**src/common/anh_map.svh**
```systemverilog
`ifndef ANH_MAP_SVH
`define ANH_MAP_SVH
// Clock period in ps
`define ANH_CLK_PS          8000
// Strobe timing, ns as printed
`define ANH_T_WP_NS         15
`define ANH_T_WH_NS         10
`define ANH_T_RP_NS         15
`define ANH_T_REH_NS        10
`define ANH_T_WB_NS         100
`define ANH_T_WW_NS         100
`define ANH_T_WHR_NS        80
// Power-up and reset waits, us and ms as printed
`define ANH_T_PWRUP_US      100
`define ANH_T_RSTMAX_MS     1
// Derived cycle counts: least times round up
`define ANH_CYC_UP(ns)      ((((ns) * 1000) + `ANH_CLK_PS - 1) / `ANH_CLK_PS)
`define ANH_CYC_WP          `ANH_CYC_UP(`ANH_T_WP_NS)
`define ANH_CYC_WH          `ANH_CYC_UP(`ANH_T_WH_NS)
`define ANH_CYC_RP          `ANH_CYC_UP(`ANH_T_RP_NS)
`define ANH_CYC_REH         `ANH_CYC_UP(`ANH_T_REH_NS)
`define ANH_CYC_WB          `ANH_CYC_UP(`ANH_T_WB_NS)
`define ANH_CYC_WW          `ANH_CYC_UP(`ANH_T_WW_NS)
`define ANH_CYC_WHR         `ANH_CYC_UP(`ANH_T_WHR_NS)
`define ANH_CYC_PWRUP       ((`ANH_T_PWRUP_US * 1000000 + `ANH_CLK_PS - 1) / `ANH_CLK_PS)
`define ANH_CYC_RSTMAX      ((`ANH_T_RSTMAX_MS * 1000000000) / `ANH_CLK_PS)
// Command codes
`define ANH_CMD_READ_MODE   8'h00
`define ANH_CMD_STATUS      8'h70
`define ANH_CMD_STATUS_ENH  8'h78
`define ANH_CMD_READ_ID     8'h90
`define ANH_CMD_RESET       8'hff
// Status bit: ready
`define ANH_ST_RDY_BIT      6
`endif

```
**src/common/anh_pkg.sv**
```systemverilog
package anh_pkg;
	// Host request kinds
	typedef enum logic [1:0]
	{
		ANH_OP_CMD  = 2'b00,
		ANH_OP_ADDR = 2'b01,
		ANH_OP_DIN  = 2'b10,
		ANH_OP_DOUT = 2'b11
	} anh_op_t;

	// Sequencer states
	typedef enum logic [3:0]
	{
		ANH_S_PWRUP = 4'h0,
		ANH_S_RST_W = 4'h1,
		ANH_S_RST_B = 4'h2,
		ANH_S_IDLE  = 4'h3,
		ANH_S_WLOW  = 4'h4,
		ANH_S_WHIGH = 4'h5,
		ANH_S_RLOW  = 4'h6,
		ANH_S_RHIGH = 4'h7,
		ANH_S_GAP   = 4'h8,
		ANH_S_WPSET = 4'h9
	} anh_state_t;
endpackage

```
**src/core/anh_host.sv**
```systemverilog
// Notes on behaviour
// - Command latched on write rise, CLE high
// - Address latched on write rise, ALE high
// - User zeroes unused address bits; host sends address bytes unaltered
// - Sample on read rise; cycle >= 30ns
// - Reissue 00h after enhanced status
// - Change write protect only when idle
// - Wait 100us before first reset
// - Reset first; poll up to 1ms
// - No command within write-to-busy delay
// - Wait 100ns after write protect change
`timescale 1ns/10ps
`default_nettype none
`include "anh_map.svh"
module anh_host
	import anh_pkg::*;
(
	// Clock and reset
	input  wire logic       clk,
	input  wire logic       reset,
	// User request
	input  wire logic       req_valid,
	output logic            req_ready,
	input  wire logic [1:0] req_op,
	input  wire logic [7:0] req_data,
	input  wire logic       req_last,
	input  wire logic       wp_req,
	// User read data
	output logic            rd_valid,
	input  wire logic       rd_ready,
	output logic      [7:0] rd_data,
	// Status
	output logic            init_done,
	output logic            init_timeout,
	output logic            target_ready,
	// Flash pins
	output logic            chip_sel_n,
	output logic            cmd_latch,
	output logic            addr_latch,
	output logic            write_strobe_n,
	output logic            read_strobe_n,
	output logic            write_prot_n,
	output logic      [7:0] io_out,
	output logic            io_oe_n,
	input  wire logic [7:0] io_in,
	input  wire logic       rb_in
);
	localparam logic [19:0] C_WP    = 20'(`ANH_CYC_WP);
	localparam logic [19:0] C_WH    = 20'(`ANH_CYC_WH);
	localparam logic [19:0] C_RP    = 20'(`ANH_CYC_RP);
	localparam logic [19:0] C_REH   = 20'(`ANH_CYC_REH);
	localparam logic [19:0] C_WB    = 20'(`ANH_CYC_WB);
	localparam logic [19:0] C_WW    = 20'(`ANH_CYC_WW);
	localparam logic [19:0] C_WHR   = 20'(`ANH_CYC_WHR);
	localparam logic [19:0] C_PWRUP = 20'(`ANH_CYC_PWRUP);
	localparam logic [19:0] C_RSTMX = 20'(`ANH_CYC_RSTMAX);

	// -----------------------------------------------------------
	// Pin synchronisers
	// -----------------------------------------------------------
	logic [7:0] io_s1_r, io_s2_r;
	logic       rb_s1_r, rb_s2_r;
	always_ff @(posedge clk)
	begin
		io_s1_r <= io_in;
		io_s2_r <= io_s1_r;
		rb_s1_r <= rb_in;
		rb_s2_r <= rb_s1_r;
	end

	// -----------------------------------------------------------
	// Read data FIFO
	// -----------------------------------------------------------
	logic       fifo_push, fifo_in_ready;
	logic [7:0] fifo_din;
	anh_fifo #(.WIDTH(8), .DEPTH(8)) u_fifo
	(
		.clk       (clk),
		.reset     (reset),
		.in_valid  (fifo_push),
		.in_ready  (fifo_in_ready),
		.in_data   (fifo_din),
		.out_valid (rd_valid),
		.out_ready (rd_ready),
		.out_data  (rd_data)
	);

	// -----------------------------------------------------------
	// Sequencer
	// -----------------------------------------------------------
	anh_state_t  st_r, st_nxt;
	logic [19:0] cnt_r, cnt_nxt;
	anh_op_t     op_r, op_nxt;
	logic [7:0]  byte_r, byte_nxt;
	logic        last_r, last_nxt, wb_r, wb_nxt, done_r, done_nxt, tmo_r, tmo_nxt;
	logic        cs_n_r, cs_n_nxt, cle_r, cle_nxt, ale_r, ale_nxt;
	logic        we_n_r, we_n_nxt, rds_n_r, rds_n_nxt, wp_n_r, wp_n_nxt, oe_n_r, oe_n_nxt;
	logic        rdy_r, rdy_nxt;

	function automatic logic [19:0] dec(input logic [19:0] v);
		dec = (v == '0) ? '0 : 20'(v - 20'd1);
	endfunction

	always_comb
	begin
		st_nxt = st_r; cnt_nxt = dec(cnt_r); op_nxt = op_r; byte_nxt = byte_r;
		last_nxt = last_r; wb_nxt = wb_r; done_nxt = done_r; tmo_nxt = tmo_r;
		cs_n_nxt = cs_n_r; cle_nxt = cle_r; ale_nxt = ale_r; we_n_nxt = we_n_r;
		rds_n_nxt = rds_n_r; wp_n_nxt = wp_n_r; oe_n_nxt = oe_n_r;
		rdy_nxt = rb_s2_r;
		fifo_push = 1'b0;
		fifo_din = io_s2_r;
		req_ready = 1'b0;
		case (st_r)
			// Hold write protect low until supply has settled
			ANH_S_PWRUP:
				if (cnt_r == '0 && rb_s2_r)
				begin
					op_nxt = ANH_OP_CMD; byte_nxt = `ANH_CMD_RESET; last_nxt = 1'b1;
					cs_n_nxt = 1'b0; cle_nxt = 1'b1; cnt_nxt = C_WP;
					we_n_nxt = 1'b0; oe_n_nxt = 1'b0; st_nxt = ANH_S_WLOW;
				end
			// Ride out write-to-busy before trusting ready/busy
			ANH_S_RST_W:
				if (cnt_r == '0)
				begin
					cnt_nxt = C_RSTMX; st_nxt = ANH_S_RST_B;
				end
			ANH_S_RST_B:
				if (rb_s2_r)
				begin
					done_nxt = 1'b1; st_nxt = ANH_S_IDLE;
				end
				else if (cnt_r == '0)
				begin
					tmo_nxt = 1'b1; done_nxt = 1'b1; st_nxt = ANH_S_IDLE;
				end
			ANH_S_IDLE:
				if (wp_req != !wp_n_r && rb_s2_r && cs_n_r)
				begin
					wp_n_nxt = !wp_req; cnt_nxt = C_WW; st_nxt = ANH_S_WPSET;
				end
				else
				begin
					req_ready = 1'b1;
					if (req_valid)
					begin
						op_nxt = anh_op_t'(req_op); last_nxt = req_last;
						// Bytes go out unaltered: the user zeroes spare address bits
						byte_nxt = req_data;
						cs_n_nxt = 1'b0;
						cle_nxt = (anh_op_t'(req_op) == ANH_OP_CMD);
						ale_nxt = (anh_op_t'(req_op) == ANH_OP_ADDR);
						if (anh_op_t'(req_op) == ANH_OP_DOUT)
						begin
							oe_n_nxt = 1'b1; rds_n_nxt = 1'b0; cnt_nxt = C_RP;
							st_nxt = ANH_S_RLOW;
						end
						else
						begin
							oe_n_nxt = 1'b0; we_n_nxt = 1'b0; cnt_nxt = C_WP;
							st_nxt = ANH_S_WLOW;
						end
					end
				end
			ANH_S_WLOW:
				if (cnt_r == '0)
				begin
					we_n_nxt = 1'b1; cnt_nxt = C_WH; st_nxt = ANH_S_WHIGH;
					wb_nxt = (op_r == ANH_OP_CMD);
				end
			ANH_S_WHIGH:
				if (cnt_r == '0)
				begin
					cle_nxt = 1'b0; ale_nxt = 1'b0; oe_n_nxt = 1'b1;
					cs_n_nxt = last_r;
					cnt_nxt = wb_r ? C_WHR : '0;
					st_nxt = (!done_r) ? ANH_S_RST_W : ANH_S_GAP;
					if (!done_r)
						cnt_nxt = C_WB;
				end
			ANH_S_RLOW:
				// Sample at the rising edge; needs free FIFO space
				if (cnt_r == '0 && fifo_in_ready)
				begin
					rds_n_nxt = 1'b1; fifo_push = 1'b1; cnt_nxt = C_REH;
					st_nxt = ANH_S_GAP;
				end
			ANH_S_GAP:
				if (cnt_r == '0)
				begin
					wb_nxt = 1'b0;
					cs_n_nxt = last_r ? 1'b1 : cs_n_r;
					st_nxt = ANH_S_IDLE;
				end
			ANH_S_WPSET:
				if (cnt_r == '0)
					st_nxt = ANH_S_IDLE;
			default:
				st_nxt = ANH_S_IDLE;
		endcase
	end

	always_ff @(posedge clk)
	begin
		if (reset)
		begin
			st_r <= ANH_S_PWRUP; cnt_r <= C_PWRUP; op_r <= ANH_OP_CMD; byte_r <= 8'h00;
			last_r <= 1'b0; wb_r <= 1'b0; done_r <= 1'b0; tmo_r <= 1'b0;
			cs_n_r <= 1'b1; cle_r <= 1'b0; ale_r <= 1'b0; we_n_r <= 1'b1;
			rds_n_r <= 1'b1; wp_n_r <= 1'b0; oe_n_r <= 1'b1; rdy_r <= 1'b0;
		end
		else
		begin
			st_r <= st_nxt; cnt_r <= cnt_nxt; op_r <= op_nxt; byte_r <= byte_nxt;
			last_r <= last_nxt; wb_r <= wb_nxt; done_r <= done_nxt; tmo_r <= tmo_nxt;
			cs_n_r <= cs_n_nxt; cle_r <= cle_nxt; ale_r <= ale_nxt; we_n_r <= we_n_nxt;
			rds_n_r <= rds_n_nxt; wp_n_r <= wp_n_nxt; oe_n_r <= oe_n_nxt; rdy_r <= rdy_nxt;
		end
	end

	// Pins straight from flops
	assign chip_sel_n     = cs_n_r;
	assign cmd_latch      = cle_r;
	assign addr_latch     = ale_r;
	assign write_strobe_n = we_n_r;
	assign read_strobe_n  = rds_n_r;
	assign write_prot_n   = wp_n_r;
	assign io_out         = byte_r;
	assign io_oe_n        = oe_n_r;
	assign init_done      = done_r;
	assign init_timeout   = tmo_r;
	assign target_ready   = rdy_r;

	// -----------------------------------------------------------
	// Checks
	// -----------------------------------------------------------
	a_cmd_levels: assert property (@(posedge clk) disable iff (reset)
		$rose(we_n_r) && cle_r |-> !cs_n_r && !ale_r && rds_n_r)
		else $error("command strobe with bad latch levels");
	a_addr_levels: assert property (@(posedge clk) disable iff (reset)
		$rose(we_n_r) && ale_r |-> !cs_n_r && !cle_r && rds_n_r)
		else $error("address strobe with bad latch levels");
	a_read_levels: assert property (@(posedge clk) disable iff (reset)
		$fell(rds_n_r) |-> !cs_n_r && !cle_r && !ale_r && we_n_r && oe_n_r)
		else $error("read strobe with bad levels");
	a_first_reset: assert property (@(posedge clk) disable iff (reset)
		$rose(cle_r) && !done_r |-> byte_r == `ANH_CMD_RESET)
		else $error("first command is not reset");
	a_wp_quiet: assert property (@(posedge clk) disable iff (reset)
		$changed(wp_n_r) |-> $past(cs_n_r) && $past(st_r) == ANH_S_IDLE)
		else $error("write protect changed outside idle");
	a_wp_settle: assert property (@(posedge clk) disable iff (reset)
		$changed(wp_n_r) |-> we_n_r [*8] ##1 we_n_r [*5])
		else $error("strobe too soon after write protect change");
	// Twelve cycles after the strobe rise are checked, one short of the write-to-busy span
	a_cmd_wb: assert property (@(posedge clk) disable iff (reset)
		$rose(we_n_r) && cle_r |=> !(st_r == ANH_S_IDLE && req_ready) [*8]
		##1 !(st_r == ANH_S_IDLE && req_ready) [*4])
		else $error("new request within write-to-busy delay");
	a_strobe_width: assert property (@(posedge clk) disable iff (reset)
		$fell(rds_n_r) |-> !rds_n_r [*2])
		else $error("read pulse too short");
	c_reset_done: cover property (@(posedge clk) $rose(done_r));
	c_read_byte: cover property (@(posedge clk) fifo_push);
	c_wp_change: cover property (@(posedge clk) $changed(wp_n_r));
endmodule
`default_nettype wire

```
**src/core/anh_fifo.sv**
```systemverilog
`timescale 1ns/10ps
`default_nettype none
module anh_fifo
#(
	parameter int WIDTH = 8,
	parameter int DEPTH = 8
)
(
	// Clock and reset
	input  wire logic             clk,
	input  wire logic             reset,
	// Fill side
	input  wire logic             in_valid,
	output logic                  in_ready,
	input  wire logic [WIDTH-1:0] in_data,
	// Drain side
	output logic                  out_valid,
	input  wire logic             out_ready,
	output logic      [WIDTH-1:0] out_data
);
	localparam int AW = $clog2(DEPTH);

	logic [WIDTH-1:0] mem_r [DEPTH];
	logic [AW-1:0]    wr_r, wr_nxt, rd_r, rd_nxt;
	logic [AW:0]      cnt_r, cnt_nxt;
	logic             push, pop;

	// -----------------------------------------------------------
	// Pointer and count update
	// -----------------------------------------------------------
	always_comb
	begin
		push    = in_valid && in_ready;
		pop     = out_valid && out_ready;
		wr_nxt  = push ? AW'(wr_r + 1'b1) : wr_r;
		rd_nxt  = pop ? AW'(rd_r + 1'b1) : rd_r;
		cnt_nxt = AW'(0) + cnt_r + (AW+1)'(push) - (AW+1)'(pop);
	end

	always_ff @(posedge clk)
	begin
		if (reset)
		begin
			wr_r  <= '0;
			rd_r  <= '0;
			cnt_r <= '0;
		end
		else
		begin
			wr_r  <= wr_nxt;
			rd_r  <= rd_nxt;
			cnt_r <= cnt_nxt;
		end
	end

	// Storage has no reset; contents are guarded by count
	always_ff @(posedge clk)
	begin
		if (push)
			mem_r[wr_r] <= in_data;
	end

	assign in_ready  = (cnt_r != (AW+1)'(DEPTH));
	assign out_valid = (cnt_r != '0);
	assign out_data  = mem_r[rd_r];
endmodule
`default_nettype wire

```
**config.mk**
```make
export PLATFORM = sky130hd
export DESIGN_NAME = anh_host
export DESIGN_NICKNAME = d
export VERILOG_FILES = /design/src/common/anh_pkg.sv /design/src/core/anh_host.sv /design/src/core/anh_fifo.sv
export VERILOG_INCLUDE_DIRS = /design/src /design/src/common
export SDC_FILE = /design/constraint.sdc
export NUM_CORES = 1
export LEC_CHECK = 0
export BUFFER_PORTS_ARGS = -buffer_cell sky130_fd_sc_hd__buf_2
export CORE_MARGIN = 5
export CORE_UTILIZATION = 66
export CTS_BUF_LIST = sky130_fd_sc_hd__clkbuf_4
export DETAILED_ROUTE_END_ITERATION = 8
export GPL_ROUTABILITY_DRIVEN = 0
export PLACE_DENSITY = 0.92
export SETUP_SLACK_MARGIN = 0.2
export SLEW_MARGIN = 20
export SYNTH_ARGS = -nofsm -noshare
export SYNTH_HDL_FRONTEND = slang
export SYNTH_HIERARCHICAL = 1
export SYNTH_SLANG_ARGS = --single-unit
```
**constraint.sdc**
```tcl
create_clock -name clk -period 6.1 [get_ports clk]
set_input_delay 0.61 -clock clk [delete_from_list [all_inputs] [get_ports clk]]
set_output_delay 0.61 -clock clk [all_outputs]
set_load 0.02 [all_outputs]
```
* Word level (Yosys, flattened, before mapping)
Memory sizes are Yosys's and may differ from the RTL's. A register that Yosys moved wholly into a read port is not among the register bits.
Cells that the tools add are included.
** Storage, ports and cells
- Memories :: 1
- RAM bits :: 64
- Output and inout bits :: 28
- Logic and storage cells :: 161
- Register bits :: 74
** Cells by class
- Reductions and logical operators :: 33
- $add $sub $neg :: 5
- Equal/unequal tests :: 24
- Muxes and demuxes :: 74
- Bitwise operators :: 1
** Memory list
- u_fifo.mem_r :: words 8, bits a word 8, rd ports 1, clocked after memory_dff 1, wr ports 1, RTL line anh_fifo.sv:23 : logic [WIDTH-1:0] mem_r [DEPTH];
** Operators by type and width (number)
- $mux W20 :: 8
- $pmux W20 S6 :: 1
- $mux W4 :: 12
- $mux W1 :: 33
- $pmux W4 S8 :: 1
- $mux W8 :: 3
- $ne A2 B2 Y1 const B :: 11
- $logic_not A20 Y1 :: 1
- $sub A20 B1 Y20 const B :: 1
- $pmux W8 S2 :: 1
- $eq A4 B3 Y1 const B :: 3
- $reduce_and A6 Y1 :: 2
- $reduce_and A5 Y1 :: 2
- $reduce_bool A2 Y1 :: 5
- $pmux W1 S3 :: 3
- $eq A4 B2 Y1 const B :: 2
- $eq A4 B4 Y1 const B :: 2
- $mux W2 :: 4
- $pmux W1 S2 :: 4
- $reduce_and A4 Y1 :: 2
- $reduce_bool A4 Y1 :: 2
- $reduce_and A7 Y1 :: 1
- $add A3 B1 Y3 const B :: 2
- $logic_and A1 B1 Y1 :: 6
- 19 further kinds :: 25

* Longest topological paths before layout
- Word-level depth :: 7
- Mapped depth :: 12
- Depth with buffers taken out :: 12

* Hierarchy
The synthesis kept the hierarchy.
** Modules (own cells, without submodules)
- anh_fifo :: times used 1, cells each 173, area each 3189.3 µm², seq. area each 2182.1 µm²
- anh_host :: times used 1, cells each 307, area each 2747.6 µm², seq. area each 1281.2 µm²

* Worst setup path before layout
Ideal clock, no wire load.
- Path kind :: flip-flop to flip-flop
- Start point :: reg, netlist name cnt_r[0]
- End point :: mem u_fifo.mem_r[0][0] (enable)
- Period minus slack after synthesis :: 3.103 ns
- Setup slack :: 2.997 ns
- Buffers on the path :: 0
- Stages on the path, launching flop included :: 9
- Data arrival time :: 2.709 ns
- Cell sequence :: dfxtp_1 > inv_1 > ha_1 > nor3b_2 > nand3_2 > nor3_2 > and3_1 > nand2_1 > nor4_1
** RTL lines (RTL line)
- end, declared :: anh_fifo.sv:23

==> impl_metrics.yaml <==
outcome:
  outcome: "finished, final reports clean"
global_route:
  track_usage: 0.235
  wire_length_of_the_first_global_routing_pass_um: 20600
  vias_in_the_first_global_route: 4107
  grt_overflow: 0
  grt_start_max_net_pins: 37
  antenna_found_initial: 0
floorplanning:
  rows: 34
  core_um2: 8760
  boundaryPins: 53
  die_wd_um: 105
  die_height_um: 105
  initial_utilization: 0.677
  die_area_um2: 11000
route:
  route.detailed.wl_per_inst_um: 19.4
  routed_wirelength_um: 12600
  via_count: 4138
  antenna_left: 0
  drt_pre_antenna_iters: 6
  detail_route.drc_violations: 0
  post_drt_via_cell_ratio: 6.38
  dr.first_iter.drc_count: 375
logic_synthesis:
  async_reset_ff_frac: 0
  number_of_enable_type_register_cells_in_the_synthesized_netlist: 64
  cell_area_after_synthesis_um2: 5940
  synthesis.area_per_instance_um2: 12.4
  synth.yosys.seq_area_share: 0.583
  yosysUniqueCellTypes: 70
  number_of_warning_messages_in_the_yosys_log: 6
  synth.net_count: 514
  synth-seq-cells: 141
  synthCells: 480
  ys.flop_type: "sky130_fd_sc_hd__dfxtp_1"
cells_and_area:
  final_util: 0.742
  sequential_cell_area_um2: 3460
  layout_fillers: 566
  number_of_antenna_repair_diodes: 0
  finish.instance_area_um2: 6510
  design.final.nets: 562
  mostFrequentLayoutCell: "sky130_fd_sc_hd__dfxtp_1"
  multi_input_comb_area_um2: 2310
  areaGrowthSynthToFinish_pct: 9.59
  drive_gt1_frac: 0.237
  final_cell_mix: "sky130_fd_sc_hd__dfxtp_1, sky130_fd_sc_hd__edfxtp_1, sky130_fd_sc_hd__buf_2"
power_and_ir_drop:
  static-leakage-power_nw: 2.35
  ir_worst_vdd_uv: 137
  fin_total_pwr_mw: 1.91
  power_density_nw_per_um2: 294
clock_tree:
  cts-root-to-sink-buffers: 2
  clk_latency_ns: 0.52
  cts.hold.buffers_added: 0
  path_clk_slew_ns: 0.13
  tritoncts_clock_tree: "done"
  postCtsResizedCells: 0
  clock-sinks: 141
  htreeDepth: 4
  number_of_buffers_created_by_cts: 17
  clockRootBuffer: "sky130_fd_sc_hd__clkbuf_4"
  cts_setup_buffers: 0
critical_path:
  rr_endpoint: "u_fifo/mem_r[2][7]$_DFFE_PP_"
  cp_cell_sequence: "inv_1, ha_1, nor3b_2, nand3_2, nor3_2, buf_4, and3_1, nand2_1, nor3_1"
  critPathSlowestCell: "sky130_fd_sc_hd__nor3_1"
  crit-reg2reg-launch: "cnt_r[0]$_SDFF_PP0_"
  r2r_cells: 9
  crit_path_start_kind: "flop"
  timing.critical_path.buf_inv: 2
  cpPeakStageDelay_ns: 0.85
  path_length_in_cells_of_the_critical_path: 9
  required_ns: 6.25
  timing.critical_path.to: "u_fifo/mem_r[2][7]$_DFFE_PP_"
  worst-path-max-fanout: 18
  worst-setup-path-type: "flop to flop"
  startpoint: "cnt_r[0]$_SDFF_PP0_"
  critPathCaptureType: "flop"
  register_to_register_path_setup_slack_ns: 2.66
  crit_arrival_ns: 3.59
  top_family_by_delay_on_critical_path: "simple AND/OR/NAND/NOR gates"
min_path:
  hold_path_class: "primary input to flop"
  holdPathStages: 1
  worst_hold_startpoint: "io_in[2]"
placed_design:
  io_buffer_count: 52
  postPlaceCellArea_um2: 6220
  dp.final_hpwl_um: 8770
sta:
  unrepaired_setup_endpoints_after_global_routing: "no"
  hold_slack_ns: 0.178
  timing_hold_violations_final: 0
  fin_skew_ns: 0.0199
  final_min_period_over_clock_period: 0.564
  period_minus_slack_ns: 3.44
  achievable-frequency_mhz: 291
  finalSetupTns_ns: 0
  setup_viol: 0
  max_slew_margin: 0.333
  worst_slew_pin_slew_ns: 0.993
  drv_slew: 0
flow_run:
  timing.max_cap.violations: 0
==> power breakdown <==
part | internal (mW) | switching, mW | leakage (nW)
logic | 0.141 | 0.145 | 1.01
clock network | 0.214 | 0.346 | 0.139
registers | 1.02 | 0.0476 | 1.21
==> cell usage after synthesis (3+ instances only) <==
cell,number,area (µm²)
sky130_fd_sc_hd__dfxtp_1,77,1540
sky130_fd_sc_hd__edfxtp_1,64,1920
sky130_fd_sc_hd__nor2_1,51,191
sky130_fd_sc_hd__nand2_1,23,86.3
sky130_fd_sc_hd__o21ai_0,20,100
sky130_fd_sc_hd__a21oi_1,19,95.1
sky130_fd_sc_hd__clkbuf_1,18,67.6
sky130_fd_sc_hd__xnor2_1,16,140
sky130_fd_sc_hd__mux4_1,15,394
sky130_fd_sc_hd__nor3_1,15,75.1
sky130_fd_sc_hd__inv_1,14,52.6
sky130_fd_sc_hd__nand3_1,12,60.1
sky130_fd_sc_hd__mux2_2,11,124
sky130_fd_sc_hd__nand2b_1,10,62.6
sky130_fd_sc_hd__o221a_2,10,113
sky130_fd_sc_hd__nor2b_1,9,56.3
sky130_fd_sc_hd__ha_1,8,100
sky130_fd_sc_hd__xor2_1,7,61.3
sky130_fd_sc_hd__o22ai_1,6,37.5
sky130_fd_sc_hd__nor4_1,5,31.3
sky130_fd_sc_hd__a211oi_1,4,30.0
sky130_fd_sc_hd__a22oi_1,3,22.5
sky130_fd_sc_hd__a31o_2,3,26.3
sky130_fd_sc_hd__and3_1,3,18.8
sky130_fd_sc_hd__buf_2,3,15.0
sky130_fd_sc_hd__mux2i_1,3,30.0
==> sequential cells by signal (all words and copies together), names as in the netlist, 2 cells and up, named ones only <==
signal / flops
cnt_r: 20
fifo_din: 8
io_out: 8
io_s1_r: 8
op_r: 2
st_r: 4
u_fifo/cnt_r: 4
u_fifo/mem_r: 64
u_fifo/rd_r: 3
u_fifo/wr_r: 3
==> worst min-delay path by stage <==
stage                                to  slack (ns)
floorplan           fifo_din[0]$_DFF_P_        0.31
global placement        rb_s2_r$_DFF_P_        0.31
detailed placement  fifo_din[6]$_DFF_P_        0.31
CTS                  io_s1_r[3]$_DFF_P_        0.15
global route         io_s1_r[4]$_DFF_P_        0.13
finish               io_s1_r[2]$_DFF_P_        0.18
==> logic make-up after synthesis <==
logic type,count (synthesis),synth area share
flip-flops,141,0.583
XOR/XNOR,23,0.0339
buffers and inverters,39,0.0299
AO/OA/AOI/OAI,87,0.105
adder cells (fa/ha/maj),9,0.0202
multiplexers,30,0.0961
AND/OR/NAND/NOR,151,0.132
==> per-layer routing <==
metal	GRT usage	up-vias	wire [µm]
li1	-	1913	-
met1	0.289	1942	4810
met2	0.402	233	6420
met3	0.0610	50	1010
met4	0.0840	0	327
met5	0	-	0
==> metrics by stage <==
step | instances | setup slack (ns)
after floorplan | 480 | 3.00
after global placement | 617 | 2.89
after detailed placement | 617 | 2.66
after CTS | 649 | 2.64
after global routing | 649 | 2.44
final | 649 | 2.66
==> area by class of cell <==
type | instances | share of cell area
timing repair buffer | 54 | 0.0423
inverter | 14 | 0.00808
sequential | 141 | 0.532
tap | 108 | 0.0208
clock buffer | 18 | 0.0208
clock inverter | 14 | 0.0206
multi-input combinational | 300 | 0.355
No activity file was read; power rests on OpenSTA's default activity.
